<file path="src/dlio_pkg.sv">
// Purpose: Shared constants and types for the two-line I/O port.
// Assumes: 40 MHz clock, one clock domain.
// Notes: Mode and notification codes are also the port-level encodings.
package dlio_pkg;
    localparam int NUM_LINES = 2;
    localparam int MODE_W = 4;
    localparam int NOTE_W = 2;
    localparam int CLK_MHZ = 40;
    // Settling time for the power-managed sink before sampling
    localparam int SETTLE_US = 100;
    localparam int SETTLE_CYC = SETTLE_US * CLK_MHZ;
    localparam int SETTLE_W = 13;

    typedef enum logic [3:0] {
        DLIO_SINK      = 4'h0,
        DLIO_SINK_PM   = 4'h1,
        DLIO_LOGIC_IN  = 4'h2,
        DLIO_CONTACT   = 4'h3,
        DLIO_DO_SINK   = 4'h4,
        DLIO_DO_SOURCE = 4'h5,
        DLIO_DO_OPENC  = 4'h6,
        DLIO_DO_PUSH   = 4'h7,
        DLIO_HOST      = 4'h8
    } dlio_mode_t;

    typedef enum logic [1:0] {
        DLIO_NOTE_OFF  = 2'h0,
        DLIO_NOTE_FALL = 2'h1,
        DLIO_NOTE_RISE = 2'h2
    } dlio_note_t;

    localparam logic [3:0] MODE_RESET = 4'h8;
    localparam logic [1:0] NOTE_RESET = 2'h0;

    // Analog controls of one pin pad
    typedef struct packed {
        logic drive_oe;   // Pad driver enabled
        logic drive_val;  // Level driven when enabled
        logic pullup_en;  // 3 V pull-up switched in
        logic sink_en;    // Low-impedance path to ground
    } dlio_pad_t;
endpackage : dlio_pkg

</file>
<file path="src/dlio_port.sv">
// Purpose: Two-line digital I/O port with per-line modes and edge flags.
// Assumes: Pad electrics are outside; control bits arrive as plain ports.
// Notes: Pins pass a three-stage synchroniser before any use.
// Summary of operation
// RL1: Mode setting is written and read back; resets to host-deferred.
// RL2: Host-deferred mode uses the host supplied mode instead.
// RL3: Sink-only output: 1 leaves line floating, 0 drives low.
// RL4: Source-only output: 1 drives high to supply, 0 floats.
// RL5: Open-collector: 1 releases to 3 V pull-up, 0 drives low.
// RL6: Push-pull: 1 drives high, 0 drives low.
// RL7: Push-pull without line supply acts as sink-only.
// RL8: Each line has a readable notification flag.
// RL9: Notification setting off, falling or rising; resets to off.
// RL10: Contact-closure mode enables pull-up while sampling.
// RL11: Notifications off and no read: contact pull-up switched off.
// RL12: Notifications off and no read: power-managed sink path removed.
// RL13: Edge notification on: sample continuously, bias always on.
// RL14: External driver settles within 100 us after sink applied.
// RL15: Plain sinking mode keeps the sink path on permanently.
// RL16: Logic input mode is high impedance, no pull-up, no sink.
// RL17: Synchronised input edge sets the flag; reading clears it.
// RL18: Each line has independent mode, notification, output and flag.
module dlio_port #(
    parameter int LINES = dlio_pkg::NUM_LINES,
    parameter int SETTLE_CYCLES = dlio_pkg::SETTLE_CYC
) (
    input wire logic i_mclk,
    input wire logic i_reset,
    input wire logic [LINES-1:0] i_mode_wr,
    input wire logic [dlio_pkg::MODE_W-1:0] i_mode_wdata,
    output logic [LINES*dlio_pkg::MODE_W-1:0] o_mode_rdata,
    input wire logic [LINES*dlio_pkg::MODE_W-1:0] i_host_mode,
    input wire logic [LINES-1:0] i_note_wr,
    input wire logic [dlio_pkg::NOTE_W-1:0] i_note_wdata,
    output logic [LINES*dlio_pkg::NOTE_W-1:0] o_note_rdata,
    input wire logic [LINES-1:0] i_out_wr,
    input wire logic i_out_wdata,
    output logic [LINES-1:0] o_out_rdata,
    input wire logic i_read_req,
    output logic o_read_ready,
    output logic [LINES-1:0] o_in_value,
    input wire logic [LINES-1:0] i_flag_rd,
    output logic [LINES-1:0] o_flag,
    input wire logic i_line_supply_present,
    input wire logic [LINES-1:0] i_pin,
    output logic [LINES-1:0] o_pin,
    output logic [LINES-1:0] o_pin_oe,
    output logic [LINES-1:0] o_pullup_en,
    output logic [LINES-1:0] o_sink_en,
    output logic [LINES*dlio_pkg::MODE_W-1:0] o_eff_mode
);
    localparam int MW = dlio_pkg::MODE_W;
    localparam int NW = dlio_pkg::NOTE_W;
    localparam int CW = dlio_pkg::SETTLE_W;
    // A pin sample needs four edges to reach in_q; the wait is stretched so
    // the captured level was taken a full settling time after bias came on
    localparam int SYNC_LAG = 4;
    localparam logic [CW-1:0] SETTLE_LAST = CW'(SETTLE_CYCLES + SYNC_LAG - 1);

    logic [MW-1:0] mode_q [LINES];
    logic [NW-1:0] note_q [LINES];
    logic [LINES-1:0] out_q;
    logic [LINES-1:0] flag_q;
    logic [LINES-1:0] s1_q, s2_q, s3_q;
    logic [LINES-1:0] in_q;
    logic [LINES-1:0] hist_q;
    logic [LINES-1:0] in_d;
    logic [CW-1:0] settle_q;
    logic reading_q;
    logic rd_ready_q;
    logic [LINES-1:0] active;
    dlio_pkg::dlio_pad_t pad [LINES];
    logic [MW-1:0] eff [LINES];

    // Effective mode: host setting replaces the local one when deferred
    function automatic logic [MW-1:0] pick_mode(input logic [MW-1:0] loc,
                                               input logic [MW-1:0] host);
        if (loc == dlio_pkg::MODE_RESET)
            return host; // see RL2
        return loc;
    endfunction : pick_mode

    // Pad controls for one line from mode, output value and activity
    function automatic dlio_pkg::dlio_pad_t pad_of(input logic [MW-1:0] m,
                                                  input logic v,
                                                  input logic act,
                                                  input logic sup);
        dlio_pkg::dlio_pad_t p;
        p = '0;
        unique case (dlio_pkg::dlio_mode_t'(m))
            dlio_pkg::DLIO_SINK:      p.sink_en = 1'b1; // see RL15
            dlio_pkg::DLIO_SINK_PM:   p.sink_en = act; // see RL12
            dlio_pkg::DLIO_LOGIC_IN:  p = '0; // see RL16
            dlio_pkg::DLIO_CONTACT:   p.pullup_en = act; // see RL10 RL11
            dlio_pkg::DLIO_DO_SINK:   p.drive_oe = ~v; // see RL3
            dlio_pkg::DLIO_DO_SOURCE:
            begin
                p.drive_oe = v; // see RL4
                p.drive_val = 1'b1;
            end
            dlio_pkg::DLIO_DO_OPENC:
            begin
                p.drive_oe = ~v; // see RL5
                p.pullup_en = v;
            end
            dlio_pkg::DLIO_DO_PUSH:
            begin
                p.drive_oe = ~v | sup; // see RL6 RL7
                p.drive_val = v & sup;
            end
            default:  p = '0; // Host code undefined or unknown: stay passive
        endcase
        return p;
    endfunction : pad_of

    // Local settings, one set per line
    always_ff @(posedge i_mclk or posedge i_reset)
    begin
        if (i_reset)
        begin
            for (int i = 0; i < LINES; i++)
            begin
                mode_q[i] <= dlio_pkg::MODE_RESET; // see RL1
                note_q[i] <= dlio_pkg::NOTE_RESET; // see RL9
            end
            out_q <= '0;
        end
        else
        begin
            for (int i = 0; i < LINES; i++)
            begin
                if (i_mode_wr[i])
                    mode_q[i] <= i_mode_wdata; // see RL1 RL18
                if (i_note_wr[i] && i_note_wdata != 2'h3)
                    note_q[i] <= i_note_wdata; // see RL9
                if (i_out_wr[i])
                    out_q[i] <= i_out_wdata;
            end
        end
    end

    // Three-stage pin synchroniser; only stages two and three are compared
    always_ff @(posedge i_mclk or posedge i_reset)
    begin
        if (i_reset)
        begin
            s1_q <= '0;
            s2_q <= '0;
            s3_q <= '0;
        end
        else
        begin
            s1_q <= i_pin;
            s2_q <= s1_q;
            s3_q <= s2_q;
        end
    end

    // Filtered level only moves when stages two and three agree
    always_comb
    begin
        for (int i = 0; i < LINES; i++)
            in_d[i] = (s2_q[i] == s3_q[i]) ? s3_q[i] : in_q[i];
    end

    always_ff @(posedge i_mclk or posedge i_reset)
    begin
        if (i_reset)
        begin
            in_q <= '0;
            hist_q <= '0;
        end
        else
        begin
            in_q <= in_d;
            hist_q <= in_q; // see RL17
        end
    end

    // Sampling is active while a read runs or edges are watched
    always_comb
    begin
        for (int i = 0; i < LINES; i++)
        begin
            active[i] = reading_q || note_q[i] != dlio_pkg::NOTE_RESET; // see RL13
            eff[i] = pick_mode(mode_q[i], i_host_mode[i*MW +: MW]);
            pad[i] = pad_of(eff[i], out_q[i], active[i],
                            i_line_supply_present);
        end
    end

    // Read sequence: bias on, wait for settling, then capture.
    // The wait covers slow power-managed drivers at the price of latency.
    always_ff @(posedge i_mclk or posedge i_reset)
    begin
        if (i_reset)
        begin
            reading_q <= 1'b0;
            settle_q <= '0;
            rd_ready_q <= 1'b0;
            o_in_value <= '0;
        end
        else
        begin
            rd_ready_q <= 1'b0;
            if (!reading_q && i_read_req)
            begin
                reading_q <= 1'b1;
                settle_q <= '0;
            end
            else if (reading_q && settle_q == SETTLE_LAST)
            begin
                reading_q <= 1'b0; // see RL14
                rd_ready_q <= 1'b1;
                o_in_value <= in_q;
            end
            else if (reading_q)
                settle_q <= settle_q + 1'b1;
        end
    end

    // Edge flags: a new edge wins over a clear in the same cycle
    always_ff @(posedge i_mclk or posedge i_reset)
    begin
        if (i_reset)
            flag_q <= '0;
        else
        begin
            for (int i = 0; i < LINES; i++)
            begin
                if ((note_q[i] == dlio_pkg::DLIO_NOTE_FALL
                        && hist_q[i] && !in_q[i])
                    || (note_q[i] == dlio_pkg::DLIO_NOTE_RISE
                        && !hist_q[i] && in_q[i]))
                    flag_q[i] <= 1'b1; // see RL17 RL8
                else if (i_flag_rd[i])
                    flag_q[i] <= 1'b0; // see RL17
            end
        end
    end

    // Port packing
    always_comb
    begin
        for (int i = 0; i < LINES; i++)
        begin
            o_mode_rdata[i*MW +: MW] = mode_q[i];
            o_note_rdata[i*NW +: NW] = note_q[i];
            o_eff_mode[i*MW +: MW] = eff[i];
            o_pin[i] = pad[i].drive_val;
            o_pin_oe[i] = pad[i].drive_oe;
            o_pullup_en[i] = pad[i].pullup_en;
            o_sink_en[i] = pad[i].sink_en;
        end
    end
    assign o_out_rdata = out_q;
    assign o_flag = flag_q;
    assign o_read_ready = rd_ready_q;

    // Flag rises only when notification was enabled in the cycle before
    a_flag_cause: assert property (@(posedge i_mclk) disable iff (i_reset)
        $rose(flag_q[0]) |-> $past(note_q[0] != 2'h0)) // see RL17
        else $error("flag set without enabled edge");
    a_mode_read: assert property (@(posedge i_mclk) disable iff (i_reset)
        i_mode_wr[0] |=> o_mode_rdata[MW-1:0] == $past(i_mode_wdata)) // see RL1
        else $error("mode write not read back");
    a_host_mode: assert property (@(posedge i_mclk) disable iff (i_reset)
        mode_q[0] == 4'h8 |-> eff[0] == i_host_mode[MW-1:0]) // see RL2
        else $error("host mode not used");
    a_push_nosup: assert property (@(posedge i_mclk) disable iff (i_reset)
        eff[0] == 4'h7 && !i_line_supply_present |-> !o_pin[0]
        && o_pin_oe[0] == !out_q[0]) // see RL7
        else $error("push-pull drove high without supply");
    a_sink_plain: assert property (@(posedge i_mclk) disable iff (i_reset)
        eff[0] == 4'h0 |-> o_sink_en[0] && !o_pin_oe[0]) // see RL15
        else $error("plain sink path off");
    a_logic_hiz: assert property (@(posedge i_mclk) disable iff (i_reset)
        eff[1] == 4'h2 |-> !o_sink_en[1] && !o_pullup_en[1]
        && !o_pin_oe[1]) // see RL16
        else $error("logic input not high impedance");
    a_pm_idle_off: assert property (@(posedge i_mclk) disable iff (i_reset)
        eff[0] == 4'h1 && note_q[0] == 2'h0 && !reading_q
        |-> !o_sink_en[0]) // see RL12
        else $error("power-managed sink left on");
    a_edge_bias: assert property (@(posedge i_mclk) disable iff (i_reset)
        eff[0] == 4'h3 && note_q[0] != 2'h0 |-> o_pullup_en[0]) // see RL13
        else $error("bias off while watching edges");
    a_read_settle: assert property (@(posedge i_mclk) disable iff (i_reset)
        !reading_q && i_read_req |=> reading_q [*8]) // see RL14
        else $error("read finished before settling");
    a_sink_drive: assert property (@(posedge i_mclk) disable iff (i_reset)
        eff[0] == 4'h4 |-> o_pin_oe[0] == !out_q[0] && !o_pin[0]) // see RL3
        else $error("sink-only output drove wrong level");
    a_source_drive: assert property (@(posedge i_mclk) disable iff (i_reset)
        eff[0] == 4'h5 |-> o_pin_oe[0] == out_q[0] && o_pin[0]) // see RL4
        else $error("source-only output drove wrong level");
    a_open_coll: assert property (@(posedge i_mclk) disable iff (i_reset)
        eff[0] == 4'h6 |-> o_pullup_en[0] == out_q[0]
        && o_pin_oe[0] == !out_q[0] && !o_pin[0]) // see RL5
        else $error("open-collector output wrong");
    a_push_sup: assert property (@(posedge i_mclk) disable iff (i_reset)
        eff[0] == 4'h7 && i_line_supply_present
        |-> o_pin_oe[0] && o_pin[0] == out_q[0]) // see RL6
        else $error("push-pull output wrong with supply");
    a_contact_read: assert property (@(posedge i_mclk) disable iff (i_reset)
        eff[0] == 4'h3 && reading_q |-> o_pullup_en[0]) // see RL10
        else $error("contact pull-up off during read");
    a_contact_idle: assert property (@(posedge i_mclk) disable iff (i_reset)
        eff[0] == 4'h3 && note_q[0] == 2'h0 && !reading_q
        |-> !o_pullup_en[0]) // see RL11
        else $error("contact pull-up left on");
    a_flag_hold: assert property (@(posedge i_mclk) disable iff (i_reset)
        o_flag[0] && !i_flag_rd[0] |=> o_flag[0]) // see RL8
        else $error("flag lost without a read");
endmodule : dlio_port

</file>
<file path="config.mk">
export PLATFORM = sky130hd
export DESIGN_NAME = dlio_port
export DESIGN_NICKNAME = d
export VERILOG_FILES = /design/src/dlio_pkg.sv /design/src/dlio_port.sv
export SDC_FILE = /design/constraint.sdc
export NUM_CORES = 1
export LEC_CHECK = 0
export ABC_CLOCK_PERIOD_IN_PS = 1850
export BUFFER_PORTS_ARGS = -buffer_cell sky130_fd_sc_hd__buf_2
export CAP_MARGIN = 20
export CORE_MARGIN = 5
export CORE_UTILIZATION = 35
export DETAILED_ROUTE_END_ITERATION = 7
export GPL_ROUTABILITY_DRIVEN = 0
export PLACE_DENSITY = 0.57
export REMOVE_ABC_BUFFERS = 1
export SLEW_MARGIN = 20
export SYNTH_ARGS = -nofsm -noshare
export SYNTH_HDL_FRONTEND = slang
export SYNTH_SLANG_ARGS = --single-unit
</file>
<file path="constraint.sdc">
create_clock -name i_mclk -period 1.85 [get_ports i_mclk]
set_input_delay 0.37 -clock i_mclk [delete_from_list [all_inputs] [get_ports i_mclk]]
set_output_delay 0.37 -clock i_mclk [all_outputs]
set_load 0.05 [all_outputs]
</file>
==> key figures, run 1 <==
Finish
  – Fin util: between 50% and 60%
  – FF+latch area: 0.00109 sq mm
  – Net count, final: 320
  – Inserted Diodes: 0
  – Area growth syn-to-layout: 54.0%
  – Multi-input gate area: 0.00109 sq mm
  – Final Cell Area: slightly above 0.003 sq mm
  – Layout fillers: 480
  – Layout cells sized above 1: ~52%

Detailed routing
  – Via count: 1,837
  – DR DRC count: 0
  – DRT iter0 DRCs: 54
  – Vias/cell: 5.06
  – Overall routed net length: 5480 um
  – Antenna Violating Nets Remaining: 0
  – First drt pass iteration count: 4
  – Wirelength per Cell: 15.1 um

Floorplan
  – Core box area: roughly 0.0055 sq mm
  – Starting Density: 36.3%
  – # rows: 27
  – Die area: 0.00737 sq mm
  – Die Y: 85.8 um
  – # IOs: 64
  – DIE WIDTH: roughly 86 um

Synth
  – Number of synthesized flops with an enable pin: 0
  – Synth Instances: 191
  – Top cell type by total area after synthesis: dfrtp_1
  – Unique masters post-synth: 40
  – Post-synthesis sequential area ratio: 53.6%
  – Top FF cell, synth: dfrtp_1
  – Ys async rst share: 100%
  – Top cells by area, synth: dfrtp_1 (51%), mux2_2 (5.6%), nor2_1 (4.1%)
  – Share of the synthesized area in the top cell type: 51.0%
  – Synth Register Bits: 43
  – Synth top cells by count: dfrtp_1 (41), nor2_1 (22), nand2_1 (14), o21ai_0 (13), mux2_2 (10)
  – Syn. warnings: 0
  – Most common cell in the netlist: dfrtp_1
  – Mean area per synthesized cell: between 10 and 15 sq um
  – Synthesized cell area: ~0.0020 sq mm

CTS
  – Clock-pin slew on the worst setup and hold paths: 0.08 ns
  – CTS tree: done
  – Root Driver: clkbuf_8
  – Hold_buf cts: 0
  – H-tree depth: 2
  – Cts bufs inserted: 5
  – CTS Sinks: 43
  – Max Root-Sink Buffers: 2
  – Worst-skew pair later-pin latency: a little under 0.3 ns

STA
  – Relative slew slack: 68.5%
  – Final period util: 131%
  – Hold WS: 0.0939 ns
  – F_max: slightly above 0.4 GHz
  – Final Hold Vio Count: 0
  – Max-slew violations: 0
  – Least-Margin Pin Slew: 0.469 ns
  – Clock skew: 0.00587 ns
  – Final setup margin: -0.581 ns
  – Post-layout min period: approximately 2.4 ns
  – RSZ-0062 raised after global routing: yes
  – Endpoints failing setup: 13

Outcome
  – Failing checks: setup timing
  – Outcome: finished with violations

Placed design
  – IO Port Bufs: 63
  – Placed Instance Area: 0.00258 sq mm
  – Post-DP HPWL: 3640 um

Global routing
  – Global-route met2 utilization: 21.3%
  – GR peak layer: met2
  – Vias in the first global route: 1,780
  – Routing usage on met3: 4.51%
  – Pin count of the biggest net entering global routing: 44
  – Grt total ovfl: 0
  – Initial antenna violation count: 0
  – Met1 Usage GRT: between 10% and 20%
  – First-pass GRT wire length: 8180 um
  – Global Route Usage Sum: 13.7%

Worst setup path
  – R2r endpoint: settle_q[1]
  – Arr. time, crit path: 2.06 ns
  – Max Fanout on Critical Path: 5
  – Worst reg2reg path depth: 5
  – Crit. End Element: primary output
  – R2R Path Start: settle_q[0]
  – Worst R2R Setup Slack: 0.25 ns
  – Crit path launch type: register
  – CP required: between 1 and 1.5 ns
  – Worst Path Class, Setup: register to primary output

Worst hold path
  – Worst hold path type: input pin to async pin

Power and ir drop
  – Power Density: around 960 mW/mm^2
  – Worst IR Drop VDD: between 600 and 700 uV
  – P_leak: around 1.4 nW

Job
  – Max cap viols: 0
-- placed cells by master, fill, tap and decap left out, types with 5 or more instances in the layout --
master and instances:
buf_6 15, buf_2 47, o21ai_0 11, mux2_2 10
nor2b_1 9, buf_4 23, dfrtp_2 6, nand3_1 9
clkbuf_8 5, dfrtp_1 35, nor2_1 17, buf_8 7
nand2_1 14
-- layout make-up --
cell class | instances | area share, %
Multi-Input combinational cell | 139 | 35.1
Inverter | 8 | 1.21
Sequential cell | 43 | 35.1
Tap cell | 72 | 2.91
Clock buffer | 5 | 2.22
Clock inverter | 3 | 0.848
Timing Repair Buffer | 93 | 22.7
-- how the worst max path moves through the flow --
stage / slack (ns) / startpoint / to
final: -0.58 / o_mode_rdata[7] / o_pullup_en[1]
after global routing: -0.65 / o_mode_rdata[7] / o_pullup_en[1]
after CTS: -0.47 / o_mode_rdata[7] / o_pullup_en[1]
after detailed placement: -0.25 / i_host_mode[6] / o_pullup_en[1]
after global placement: -0.23 / i_host_mode[6] / o_pullup_en[1]
after floorplan: -2.39 / o_mode_rdata[4] / o_sink_en[1]
-- worst max-delay path: stages (launching register included) --
cell,delay [ns]
dfstp_2,0.58
nor4bb_4,0.23
nor2_2,0.06
or3_4,0.42
a211oi_4,0.29
buf_6,0.20
-- kinds of logic after synthesis --
logic type | count (synthesis) | share of synthesized area, %
adders and majority gates | 3 | 1.62
DFF | 43 | 53.6
muxes | 12 | 6.59
AOI/OAI and AO/OA | 31 | 9.89
buffers and inverters | 9 | 1.68
xor gates and xnor gates | 3 | 1.31
and+or+nand+nor | 90 | 25.3
-- sequential cells by signal, summed over array words and instances, names as in the netlist --
register and flops:
hist_q 2, in_q 2, o_flag 2, o_in_value 2, o_mode_rdata 8, o_note_rdata 4
o_out_rdata 2, o_read_ready 1, reading_q 1, s1_q 2, s2_q 2, s3_q 2
settle_q 13
-- report_power, final --
group | internal, mW | leakage, nW | switching, mW
clock | 0.278 | 0.0491 | 0.340
sequential | 1.09 | 0.509 | 0.196
combinational | 0.447 | 0.839 | 0.605
-- per-stage QoR --
| stage | power [mW] | TNS [ns] | std cells | worst slack (ns) |
|---|---|---|---|---|
| after floorplan | 1.85 | -9.24 | 190 | -2.39 |
| after global placement | 2.12 | -1.01 | 345 | -0.228 |
| after detailed placement | 2.13 | -1.11 | 345 | -0.251 |
| after CTS | 2.85 | -3.23 | 357 | -0.472 |
| after global routing | 3.15 | -4.95 | 363 | -0.654 |
| final | 2.96 | -3.82 | 363 | -0.581 |
-- timing repair --
action                                  4_1_cts  5_1_grt
endpoints found under the setup margin       16       16
setup buffers                                 6        7
cloned                                        0        0
pin swaps                                     8       15
gates resized for setup                      44       52
-- per-layer routing --
layer	vias up	share of wire (%)
met4	0	1.8
li1	893	-
met1	873	44
met3	10	6.2
met2	61	48
met5	-	0
Note: power is estimated with default switching activity, not from simulation.
==> run 2: changes to the inputs <==
--- a/config.mk
+++ b/config.mk
@@ -8,7 +8,6 @@
 export ABC_CLOCK_PERIOD_IN_PS = 1850
 export BUFFER_PORTS_ARGS = -buffer_cell sky130_fd_sc_hd__buf_2
 export CAP_MARGIN = 20
-export CORE_MARGIN = 5
 export CORE_UTILIZATION = 35
 export DETAILED_ROUTE_END_ITERATION = 7
 export GPL_ROUTABILITY_DRIVEN = 0
==> key figures, run 2 (synthesis gave the netlist of run 1 again) <==
Global routing
  – Initial antenna violation count: 0 (unchanged)
  – Global Route Usage Sum: 17.7% (+4.1 points)
  – Vias in the first global route: 1,810 (+1.7%)
  – Pin count of the biggest net entering global routing: 44 (unchanged)
  – First-pass GRT wire length: 8480 um (+3.6%)
  – Grt total ovfl: 0 (unchanged)

Detailed routing
  – DRT iter0 DRCs: 12 (-78%)
  – Via count: 1,861 (+1.3%)
  – DR DRC count: 0 (unchanged)
  – Wirelength per Cell: 14.4 um (-4.6%)
  – Vias/cell: 5.08 (+0.48%)
  – Overall routed net length: 5270 um (-3.8%)
  – First drt pass iteration count: 4 (unchanged)
  – Antenna Violating Nets Remaining: 0 (unchanged)

Placed design
  – Post-DP HPWL: 3330 um (-8.6%)
  – Pre-CTS WS: -0.240 ns (+0.0113 ns)
  – IO Port Bufs: 63 (unchanged)

Outcome
  – Failing checks: setup timing
  – Outcome: finished with violations

CTS
  – Clock-pin slew on the worst setup and hold paths: 0.08 ns (about the same)
  – H-tree depth: 2 (unchanged)
  – Worst-skew pair later-pin latency: 0.29 ns (about the same)
  – Cts bufs inserted: 5 (unchanged)
  – Hold_buf cts: 0 (unchanged)
  – Root Driver: clkbuf_8
  – Max Root-Sink Buffers: 2 (unchanged)
  – CTS Sinks: 43 (unchanged)
  – CTS tree: done

Floorplan
  – # IOs: 64 (unchanged)
  – Core box area: 0.00554 sq mm (unchanged)
  – Starting Density: 36.3% (unchanged)
  – # rows: 27 (unchanged)
  – DIE WIDTH: 77.8 um (-9.3%)
  – Die Y: 77.8 um (-9.3%)
  – Die area: 0.00606 sq mm (-18%)

Worst setup path
  – Slowest CP cell: dfstp_2
  – Arr. time, crit path: 1.93 ns (-0.13 ns)
  – Crit. End Element: primary output
  – Crit path launch type: register
  – Critical path, cell by cell: nor4bb_2, nor2_1, or3_1, a211oi_2, buf_6
  – R2R Path Start: settle_q[0]
  – Worst reg2reg path depth: 5 (unchanged)
  – Worst R2R Setup Slack: 0.26 ns (about the same)
  – Max Fanout on Critical Path: 4 (-1)
  – CP Buf/Inv Count: 1 (unchanged)
  – Crit path depth: 5 (unchanged)
  – R2r endpoint: settle_q[1]
  – CP required: 1.48 ns (about the same)
  – Crit-path max cell delay: 0.56 ns (-0.02 ns)
  – Worst Path Class, Setup: register to primary output
  – CP delay by family, top: simple AND/OR/NAND/NOR gates

Worst hold path
  – Worst hold path type: input pin to register
  – WHS Path Cells: 1
  – Hold Startpoint: i_pin[1]
  – Hold endpoint: s1_q[1]

Job
  – Max cap viols: 0 (unchanged)

STA
  – F_max: 0.435 GHz (+5.8%)
  – Final setup margin: -0.449 ns (+0.132 ns)
  – Final Hold Vio Count: 0 (unchanged)
  – Clock skew: 0.00747 ns (+0.00160 ns)
  – RSZ-0062 raised after global routing: yes
  – Max-slew violations: 0 (unchanged)
  – Least-Margin Pin Slew: 0.572 ns (+0.104 ns)
  – Endpoints failing setup: 13 (unchanged)
  – Post-layout min period: 2.30 ns (-0.132 ns)
  – Relative slew slack: 61.5% (-7.0 points)
  – Final period util: 124% (-7.2 points)
  – Hold WS: 0.181 ns (+0.0875 ns)

Finish
  – Area growth syn-to-layout: 57.9%
  – Net count, final: 323 (+0.94%)
  – Largest reg by FF count: settle_q
  – Largest register FFs: 13 (unchanged)
  – Commonest cells after routing, fill and taps aside: buf_2 (47), dfrtp_1 (35), buf_4 (26), nor2_1 (19), buf_6 (16)
  – Most common cell after layout, fill and taps aside: buf_2
  – Layout cells sized above 1: 53.4% (+1.2 points)
  – Inserted Diodes: 0 (unchanged)

Power and ir drop
  – Power Density: 1020 mW/mm^2 (+6.6%)
  – Worst IR Drop VDD: 568 uV (-19%)
  – P_leak: 1.43 nW (+2.2%)
-- run 2: cell types whose count changed in the layout (fill, tap and decap cells not counted), sizes merged --
cell and change:
clkbuf +1, buf +2, inv -1, clkinv -1
bufinv +2
-- run 2: worst max-delay path by stage --
stage                           endpoint  slack (ns)             from
after floorplan             o_sink_en[1]       -2.39  o_mode_rdata[4]
after global placement    o_pullup_en[1]       -0.23   i_host_mode[6]
after detailed placement     o_pin_oe[1]       -0.24  o_mode_rdata[7]
after CTS                 o_pullup_en[1]       -0.46  o_mode_rdata[7]
after global routing      o_pullup_en[1]       -0.55  o_mode_rdata[7]
final                     o_pullup_en[1]       -0.45  o_mode_rdata[7]
-- run 2: repair_timing --
item | CTS | global route
setup endpoints to repair | 14 | 16
pin swaps | 16 | 14
setup buffers | 12 | 4
resized for setup | 71 | 29
-- run 2: through the flow --
stage | util (%) | std cells | power (mW) | instance area [sq um] | setup TNS (ns)
3_5_place_dp | 46.4 | 346 | 2.13 | 2570 | -1.06
5_1_grt | 57.3 | 366 | 3.42 | 3180 | -4.14
2_1_floorplan | - | 190 | 1.85 | 2010 | -9.24
3_3_place_gp | 46.4 | 346 | 2.11 | 2570 | -1.02
6_report | 57.3 | 366 | 3.23 | 3180 | -3.08
4_1_cts | 55.1 | 365 | 3.19 | 3050 | -3.18
-- run 2: layout make-up --
type	instances	area, sq um
fillers	454	2360
multi-input cells	139	1120
flip-flops and latches	43	1090
repair buffers	96	708
well taps	72	90.1
clock inverters	3	71.3
clock buffers	5	68.8
inverters	8	35.0
-- run 2: per-layer routing --
metal / track usage [%] / vias up / share of wire, %
met2: 31.1 / 58 / 51
met5: 0 / - / 0
met4: 3.77 / 0 / 1.4
met3: 3.65 / 8 / 4.8
li1: - / 909 / -
met1: 22.5 / 886 / 43
-- run 2: worst register-to-register path: cells and delay by family (launching register included) --
family / cells / cell delay [ns]
DFF: 1 / 0.42
and+or+nand+nor: 3 / 0.73
adders and majority gates: 1 / 0.22
AOI/OAI and AO/OA: 1 / 0.15
-- run 2: power by group --
| group | switching (mW) | internal, mW |
|---|---|---|
| logic | 0.610 | 0.452 |
| registers | 0.196 | 1.09 |
| clock network | 0.334 | 0.548 |
